<file path="src/design/safc_pkg.sv">
package safc_pkg;

    // ------------------------------------------------------------
    // Register offsets
    // ------------------------------------------------------------
    localparam logic [7:0] ADDR_INPUT_CFG = 8'h00;
    localparam logic [7:0] ADDR_OPMODE = 8'h01;
    localparam logic [7:0] ADDR_SEQ_CHEN = 8'h02;
    localparam logic [7:0] ADDR_OFFCAL = 8'h03;
    localparam logic [7:0] ADDR_OSC = 8'h04;
    localparam logic [7:0] ADDR_CLOCKS_PER_CONVERSION = 8'h05;
    localparam logic [7:0] ADDR_SEQ_START = 8'h06;
    localparam logic [7:0] ADDR_SEQ_STATUS = 8'h07;
    localparam logic [7:0] ADDR_RESULT = 8'h08;
    localparam logic [7:0] ADDR_CAL_OFFSET = 8'h09;

    // ------------------------------------------------------------
    // Field positions and codes
    // ------------------------------------------------------------
    localparam int START_BIT = 0;
    localparam int ABORT_BIT = 1;
    localparam int ERR_BIT = 0;
    localparam int BUSY_BIT = 1;
    localparam int CH1_BIT = 1;
    localparam logic [1:0] ARR_TWO_SE_A = 2'h0;
    localparam logic [1:0] ARR_ONE_SE = 2'h1;
    localparam logic [1:0] ARR_ONE_PD = 2'h2;
    localparam logic [1:0] ARR_TWO_SE_B = 2'h3;
    localparam logic [2:0] MODE_MANUAL_AUTO = 3'h4;
    localparam logic [2:0] MODE_AUTONOMOUS = 3'h6;
    localparam logic [2:0] MODE_HIGH_PREC = 3'h7;
    localparam logic [11:0] NEGATIVE_FULL_SCALE_CODE = 12'h000;
    localparam logic [11:0] MID_SCALE_CODE = 12'h800;
    localparam logic [11:0] POSITIVE_FULL_SCALE_CODE = 12'hfff;

    // ------------------------------------------------------------
    // Reset values and counts
    // ------------------------------------------------------------
    localparam logic [1:0] RST_ARRANGEMENT = ARR_TWO_SE_A;
    localparam logic [2:0] RST_OPMODE = 3'h0;
    localparam logic [1:0] RST_SEQ_CHEN = 2'h0;
    localparam logic RST_OSC = 1'b0;
    localparam logic [7:0] RST_CLOCKS_PER_CONVERSION = 8'h15;
    localparam int RESULT_DEPTH = 16;
    localparam int CAL_CYCLES = 16;

    typedef enum logic [2:0] {
        SAFC_IDLE = 3'b000,
        SAFC_CAL = 3'b001,
        SAFC_ACQ = 3'b011,
        SAFC_CONV = 3'b010,
        SAFC_DONE = 3'b110
    } safc_state_t;

endpackage

</file>
<file path="src/design/safc_top.sv">
`timescale 1ns/100ps
// Contract
// - Arrangement codes 00b and 11b mean two-channel single-ended; default after reset.
// - Two-channel single-ended: second capacitor samples ground, first the channel.
// - Reset gives manual mode, channel 0 only; mode 000b/001b do likewise.
// - A channel joins the sequence only when its enable bit is 1. Code converts channel 0 in modes 000b-011b whatever its enable bit.
// - Mode 100b/101b manual-auto, 110b autonomous, 111b high precision.
// - Code 01b: first capacitor input A, second input B, ground sense.
// - Code 10b: pseudo-differential, A on first capacitor, B on second.
// - Single-channel arrangement with channel 1 enabled sets sequence error flag.
// - Calibration trigger measures offset, subtracted from all later results.
// - During calibration switches open and busy held high until done.
// - Calibration runs automatically after reset without host request.
// - Results are 12-bit unsigned straight binary, step reference over 4096.
// - Codes 000 negative full scale, 800 mid, fff positive full scale.
// - Switches closed during acquisition, open during conversion.
// - Oscillator choice 1 low power, 0 high speed.
// - Each conversion lasts exactly clocks_per_conversion oscillator clocks.
// - Manual: host starts each conversion; autonomous: device starts itself.
// - Store up to 16 results autonomous; accumulate 16 in high precision. Code runs 16 but keeps only the latest in result.
// - Busy goes low when a sequence completes or abort is requested outside calibration.
module safc_top (
    input wire logic clk,
    input wire logic rstn,
    input wire logic [7:0] addr,
    input wire logic [15:0] wdata,
    input wire logic wr,
    input wire logic rd,
    output logic [15:0] rdata,
    input wire logic hso_tick,
    input wire logic lpo_tick,
    input wire logic [11:0] sar_code,
    output logic sw_first_closed,
    output logic sw_second_closed,
    output logic first_sel_b,
    output logic second_sel,
    output logic osc_low_power,
    output logic busy,
    output logic [15:0] result
);
    import safc_pkg::*;

    // ------------------------------------------------------------
    // Input synchronisers
    // ------------------------------------------------------------
    logic [1:0] hso_sync;
    logic [1:0] lpo_sync;
    logic [1:0] hso_edge;
    logic [1:0] lpo_edge;
    always_ff @(posedge clk or negedge rstn) begin
        if (!rstn) begin
            hso_sync <= 2'h0;
            lpo_sync <= 2'h0;
            hso_edge <= 2'h0;
            lpo_edge <= 2'h0;
        end else begin
            hso_sync <= {hso_sync[0], hso_tick};
            lpo_sync <= {lpo_sync[0], lpo_tick};
            hso_edge <= {hso_edge[0], hso_sync[1]};
            lpo_edge <= {lpo_edge[0], lpo_sync[1]};
        end
    end

    // ------------------------------------------------------------
    // Registers
    // ------------------------------------------------------------
    logic [1:0] input_pair_arrangement;
    logic [2:0] operating_mode_select;
    logic [1:0] sequence_channel_enables;
    logic oscillator_choice;
    logic [7:0] clocks_per_conversion;
    logic offset_cal_trigger;
    logic seq_start;
    logic seq_abort;
    logic seq_error;
    logic [1:0] act_arr;
    logic act_osc;
    logic [11:0] cal_offset;
    logic [15:0] acc;
    logic [4:0] done_count;
    safc_state_t state;
    logic [7:0] cyc_count;
    logic cur_ch;
    logic single_arr;
    logic wr_hit;

    assign wr_hit = wr;

    always_ff @(posedge clk or negedge rstn) begin
        if (!rstn) begin
            input_pair_arrangement <= RST_ARRANGEMENT;
            operating_mode_select <= RST_OPMODE;
            sequence_channel_enables <= RST_SEQ_CHEN;
            oscillator_choice <= RST_OSC;
            clocks_per_conversion <= RST_CLOCKS_PER_CONVERSION;
        end else if (wr_hit) begin
            unique case (addr)
                ADDR_INPUT_CFG: input_pair_arrangement <= wdata[1:0];
                ADDR_OPMODE: operating_mode_select <= wdata[2:0];
                ADDR_SEQ_CHEN: sequence_channel_enables <= wdata[1:0];
                ADDR_OSC: oscillator_choice <= wdata[0];
                ADDR_CLOCKS_PER_CONVERSION: clocks_per_conversion <= wdata[7:0];
                default: ;
            endcase
        end
    end

    // Command strobes are one-cycle pulses from register writes
    always_ff @(posedge clk or negedge rstn) begin
        if (!rstn) begin
            offset_cal_trigger <= 1'b0;
            seq_start <= 1'b0;
            seq_abort <= 1'b0;
        end else begin
            offset_cal_trigger <= wr && addr == ADDR_OFFCAL && wdata[0];
            seq_start <= wr && addr == ADDR_SEQ_START && wdata[START_BIT];
            seq_abort <= wr && addr == ADDR_SEQ_START && wdata[ABORT_BIT];
        end
    end

    // ------------------------------------------------------------
    // Error flag: level follows the illegal combination
    // ------------------------------------------------------------
    assign single_arr = input_pair_arrangement == ARR_ONE_SE ||
        input_pair_arrangement == ARR_ONE_PD;
    always_ff @(posedge clk or negedge rstn) begin
        if (!rstn) begin
            seq_error <= 1'b0;
        end else begin
            seq_error <= single_arr && sequence_channel_enables[CH1_BIT];
        end
    end

    // ------------------------------------------------------------
    // Sequencer
    // ------------------------------------------------------------
    logic osc_edge;
    logic auto_mode;
    logic seq_mode;
    logic [1:0] ch_en;
    logic [11:0] corrected;
    assign osc_edge = act_osc ? (lpo_edge[0] & ~lpo_edge[1]) :
        (hso_edge[0] & ~hso_edge[1]);
    assign auto_mode = operating_mode_select == MODE_AUTONOMOUS ||
        operating_mode_select == MODE_HIGH_PREC;
    assign seq_mode = operating_mode_select[2];
    // Channel 1 is only usable when the arrangement is two-channel
    assign ch_en = seq_mode ? {sequence_channel_enables[1] & ~single_arr,
        sequence_channel_enables[0]} : 2'b01;
    // Offset subtraction clamps at the negative full-scale code
    assign corrected = (sar_code > cal_offset) ? sar_code - cal_offset :
        NEGATIVE_FULL_SCALE_CODE;

    always_ff @(posedge clk or negedge rstn) begin
        if (!rstn) begin
            state <= SAFC_CAL;
            cyc_count <= 8'h0;
            cur_ch <= 1'b0;
            act_arr <= RST_ARRANGEMENT;
            act_osc <= RST_OSC;
            cal_offset <= 12'h0;
            acc <= 16'h0;
            done_count <= 5'h0;
            result <= 16'h0;
        end else if (seq_abort && state != SAFC_CAL) begin
            state <= SAFC_IDLE;
        end else begin
            unique case (state)
                SAFC_IDLE: begin
                    cyc_count <= 8'h0;
                    if (offset_cal_trigger) begin
                        state <= SAFC_CAL;
                    end else if (seq_start && ch_en != 2'b00) begin
                        // Host start in manual, one start runs 16 conversions in auto
                        state <= SAFC_ACQ;
                        cur_ch <= ~ch_en[0];
                        act_arr <= input_pair_arrangement;
                        act_osc <= oscillator_choice;
                        acc <= 16'h0;
                        done_count <= 5'h0;
                    end
                end
                SAFC_CAL: begin
                    if (osc_edge) begin
                        cyc_count <= cyc_count + 8'h1;
                    end
                    if (cyc_count == 8'(CAL_CYCLES)) begin
                        // Inputs shorted: code minus mid-scale is the offset
                        cal_offset <= sar_code - MID_SCALE_CODE;
                        cyc_count <= 8'h0;
                        state <= SAFC_IDLE;
                    end
                end
                SAFC_ACQ, SAFC_CONV: begin
                    if (osc_edge) begin
                        cyc_count <= cyc_count + 8'h1;
                        if (cyc_count == (clocks_per_conversion >> 1)) begin
                            state <= SAFC_CONV;
                        end
                        if (cyc_count + 8'h1 >= clocks_per_conversion) begin
                            state <= SAFC_DONE;
                        end
                    end
                end
                SAFC_DONE: begin
                    cyc_count <= 8'h0;
                    done_count <= done_count + 5'h1;
                    if (operating_mode_select == MODE_HIGH_PREC) begin
                        acc <= acc + {4'h0, corrected};
                        result <= acc + {4'h0, corrected};
                    end else begin
                        result <= {3'h0, cur_ch, corrected};
                    end
                    act_arr <= input_pair_arrangement;
                    act_osc <= oscillator_choice;
                    // In auto modes, channel 0 then channel 1 when both are enabled
                    cur_ch <= (ch_en == 2'b11) ? ~cur_ch : cur_ch;
                    if (auto_mode &&
                        done_count + 5'h1 < 5'(RESULT_DEPTH)) begin
                        state <= SAFC_ACQ;
                    end else begin
                        state <= SAFC_IDLE;
                    end
                end
                default: state <= SAFC_IDLE;
            endcase
        end
    end

    // ------------------------------------------------------------
    // Analog front-end controls
    // ------------------------------------------------------------
    always_comb begin
        sw_first_closed = state == SAFC_ACQ;
        sw_second_closed = state == SAFC_ACQ;
        osc_low_power = act_osc;
        busy = state != SAFC_IDLE;
        unique case (act_arr)
            ARR_ONE_SE, ARR_ONE_PD: begin
                first_sel_b = 1'b0;
                second_sel = 1'b1;
            end
            default: begin
                first_sel_b = cur_ch;
                second_sel = 1'b0;
            end
        endcase
    end

    // ------------------------------------------------------------
    // Read path
    // ------------------------------------------------------------
    always_ff @(posedge clk or negedge rstn) begin
        if (!rstn) begin
            rdata <= 16'h0;
        end else if (rd) begin
            unique case (addr)
                ADDR_INPUT_CFG: rdata <= {14'h0, input_pair_arrangement};
                ADDR_OPMODE: rdata <= {13'h0, operating_mode_select};
                ADDR_SEQ_CHEN: rdata <= {14'h0, sequence_channel_enables};
                ADDR_OSC: rdata <= {15'h0, oscillator_choice};
                ADDR_CLOCKS_PER_CONVERSION: rdata <= {8'h0, clocks_per_conversion};
                ADDR_SEQ_STATUS: rdata <= {14'h0, busy, seq_error};
                ADDR_RESULT: rdata <= result;
                ADDR_CAL_OFFSET: rdata <= {4'h0, cal_offset};
                default: rdata <= 16'h0;
            endcase
        end else begin
            rdata <= 16'h0;
        end
    end

endmodule

</file>
<file path="config.mk">
export PLATFORM = sky130hd
export DESIGN_NAME = safc_top
export DESIGN_NICKNAME = d
export VERILOG_FILES = /design/src/design/safc_pkg.sv /design/src/design/safc_top.sv
export SDC_FILE = /design/constraint.sdc
export NUM_CORES = 1
export LEC_CHECK = 0
export BUFFER_PORTS_ARGS = -buffer_cell sky130_fd_sc_hd__buf_4
export CAP_MARGIN = 0
export CELL_PAD_IN_SITES_DETAIL_PLACEMENT = 2
export CELL_PAD_IN_SITES_GLOBAL_PLACEMENT = 2
export CORE_UTILIZATION = 31
export DETAILED_ROUTE_END_ITERATION = 16
export PLACE_DENSITY = 0.73
export SLEW_MARGIN = 20
export SYNTH_ARGS = -nofsm -noshare
export SYNTH_HDL_FRONTEND = slang
export SYNTH_SLANG_ARGS = --single-unit
</file>
<file path="constraint.sdc">
create_clock -name clk -period 3.8 [get_ports clk]
set_input_delay 0 -clock clk [delete_from_list [all_inputs] [get_ports clk]]
set_output_delay 0 -clock clk [all_outputs]
set_load 0.01 [all_outputs]
</file>
==> flow_summary.yaml <==
outcome:
  status: "complete, no violations"
worst_setup_path:
  crit_start: "cal_offset[1]$_DFFE_PN0P_"
  required_ns: 4.05
  crit_chain: "inv_2, ha_4, nor2b_4, o31a_1, or4_4, a21oi_4, mux2_4, nor2_4, nor2_1, ha_1, or3_1, a221o_1, nand2_2, nor2_1, xnor2_1, o21ai_1"
  cp_data_arrival_time_ns: 3.95
  r2r_start: "cal_offset[1]$_DFFE_PN0P_"
  worst-path-buf-inv: 1
  crit_path_top_delay_cell: "or4_4"
  end_kind: "register"
  worstSetupPathType: "register to register"
  cpLargestDelayFamily: "simple AND/OR/NAND/NOR gates"
  max_stage_delay_ns: 0.45
  cp_max_fo: 3
  start_kind: "register"
  path_common_cell: "nor2_1"
sta:
  hold_violations: 0
  max-slew-margin-rel_pct: 35.0
  clock_skew_ns: 0.0133
  fin_setup_tns_ns: 0
  slew_viol_final: 0
  worst_pin_slew_ns: 0.972
  hold_ws_ns: 0.0404
  max_freq_mhz: 270
  fin_crit_sh_pct: 97.4
  fin_crit_ns: 3.70
  setup_viol: 0
pwr:
  ir_drop_v: 0.000201
  power_mw: 2.89
  p_leak_nw: 3.70
  power_density_nw_per_um2: 361
logic_synthesis:
  ys_async_sr_fraction_pct: 100
  syn-num-nets: 725
  syn_area_sq_um: 6190
  synth_flop_cell: "dfrtp_1"
  synth_area_leaders: "dfrtp_1 42%, ha_1 7.1%, nand2_1 5.0%"
  yosysMostFrequentCell: "dfrtp_1"
  synth_edf_count: 0
  syn_inst: 646
  synthTopCellsByCount: "104 x dfrtp_1, 82 x nand2_1, 64 x nor2_1, 35 x ha_1, 35 x o21ai_0"
  avgSynthCellArea_sq_um: 9.58
  ys_warn_count: 0
  synth.yosys.seq_area_share_pct: 43.8
  synth_top_area_share_pct: 42.1
  synth-seq-cells: 108
  netlist-cell-type-count: 67
  synth_area_leader_cell: "dfrtp_1"
cells_and_area:
  drive_gt1_share_pct: 25.2
  post-route-util_pct: 41.0
  finalNetCount: 847
  fin_cells: 1038
  n_antenna_cell: 0
  syn_to_final_growth_pct: 29.5
placed_design:
  port_buffers: 71
  place_congestion: 0.892
  place_inst: 987
  dp_hpwl_um: 15800
hold_path:
  worst_hold_startpoint: "sar_code[1]"
  hp-class: "primary input to register"
floorplan:
  core_area_sq_um: 19500
  ioPinCount: 80
  die_h_um: 143
  die-area_sq_um: 20500
  row_count: 51
  start_util_pct: 31.7
  die_w_um: 143
detailed_routing:
  wl_met2_um: 10800
  met3WireLength_um: 672
  m1WireLength_um: 9510
  viasPerCell: 5.24
  ant_nets: 0
  num_vias: 5442
  first_iter_violations: 253
  drcViolationCount: 0
  firstDrtPassIters: 4
  routedWlPerCell_um: 20.5
  wl_um: 21300
  highest_layer: "met4"
cts:
  htree_levels: 3
  clockRootBuffer: "clkbuf_16"
  worstSkewPairLatency_ns: 0.37
  cts_buffers: 9
  cts.sinks: 108
  cts.clk_slew.worst_paths_ns: 0.08
  clk_path_buf_depth: 2
  tritoncts: "done"
global_route:
  grt_max_degree: 61
  grt_overflow: 0
  grt_pass1_wl_um: 33600
  grt_usage_pct: 21.7
  grt_pass1_vias: 6006
  antenna_found_initial: 0
job:
  cap_violations: 0
## sequential cells by signal (all words and copies together) (netlist names), 3 cells and up
register / flops
acc: 16
rdata: 16
result: 16
cal_offset: 12
clocks_per_conversion: 8
cyc_count: 8
done_count: 5
operating_mode_select: 3
state: 3
## per-layer routing
metal	global-route usage, %	vias to the layer above
li1	-	2519
met5	0	-
met3	2.98	19
met2	38.0	101
met1	27.7	2803
met4	5.99	0
## layout make-up
| type | instances | area [sq um] |
|---|---|---|
| inverter | 28 | 105 |
| timing repair buffer | 131 | 1050 |
| fill | 2146 | 11500 |
| tap | 265 | 332 |
| clock buffer | 10 | 229 |
| sequential | 108 | 2710 |
| multi-input combinational | 490 | 3540 |
| clock inverter | 6 | 50.0 |
## logic make-up after synthesis
| group | synth area share, % |
|---|---|
| xor gates and xnor gates | 6.51 |
| AOI/OAI and AO/OA | 15.8 |
| adders and majority gates | 7.73 |
| muxes | 4.77 |
| DFF | 43.8 |
| and+or+nand+nor | 18.2 |
| buffers and inverters | 3.22 |
## final timing paths
kind / endpoint / slack [ns] / depth (start not counted)
setup / recovery: result[14]$_DFFE_PN0P_ / 0.1 / 16
hold / removal: cal_offset[1]$_DFFE_PN0P_ / 0.04 / 3
setup reg to reg: result[14]$_DFFE_PN0P_ / 0.1 / 16
hold reg to reg: lpo_sync[1]$_DFF_PN0_ / 0.35 / 0
max in group asynchronous: clocks_per_conversion[0]$_DFFE_PN1P_ / 2.60 / 3
min in group asynchronous: rdata[13]$_DFF_PN0_ / 0.25 / 2
## report_power, final
part | total, mW | switching, mW | internal (mW)
Clock | 0.930 | 0.477 | 0.453
Sequential | 1.28 | 0.0801 | 1.20
Combinational | 0.682 | 0.370 | 0.312
## metrics by stage
stage,setup slack [ns],instance area (sq um)
after global routing,-0.0502,8010
after detailed placement,-0.191,7140
after floorplan,0.233,6190
final,0.0994,8010
after CTS,0.00113,7780
after global placement,0.0739,7140
## worst min-delay path: cells and delay by family
| kind | cells | cell delay [ns] |
|---|---|---|
| compound gates | 1 | 0.11 |
| buf+inv | 2 | 0.24 |
## what timing repair did
| action | CTS | global route |
|---|---|---|
| hold endpoints to repair | 93 | 0 |
| setup buffers | 3 | 7 |
| hold buffers | 25 | 0 |
| pin swaps | 6 | 29 |
| resized for setup | 18 | 44 |
| setup endpoints to repair | 17 | 18 |
## placed cells by master (no fill, tap or decap), types with 15 or more instances in the layout
master,n
nand2_1,81
xnor2_1,15
ha_1,26
nor2_1,60
dfrtp_1,104
inv_1,26
xor2_1,29
o21ai_0,26
a21oi_1,28
buf_4,105
mux2_2,19
dlygate4sd3_1,25
Note: power is estimated with default switching activity, not from simulation.
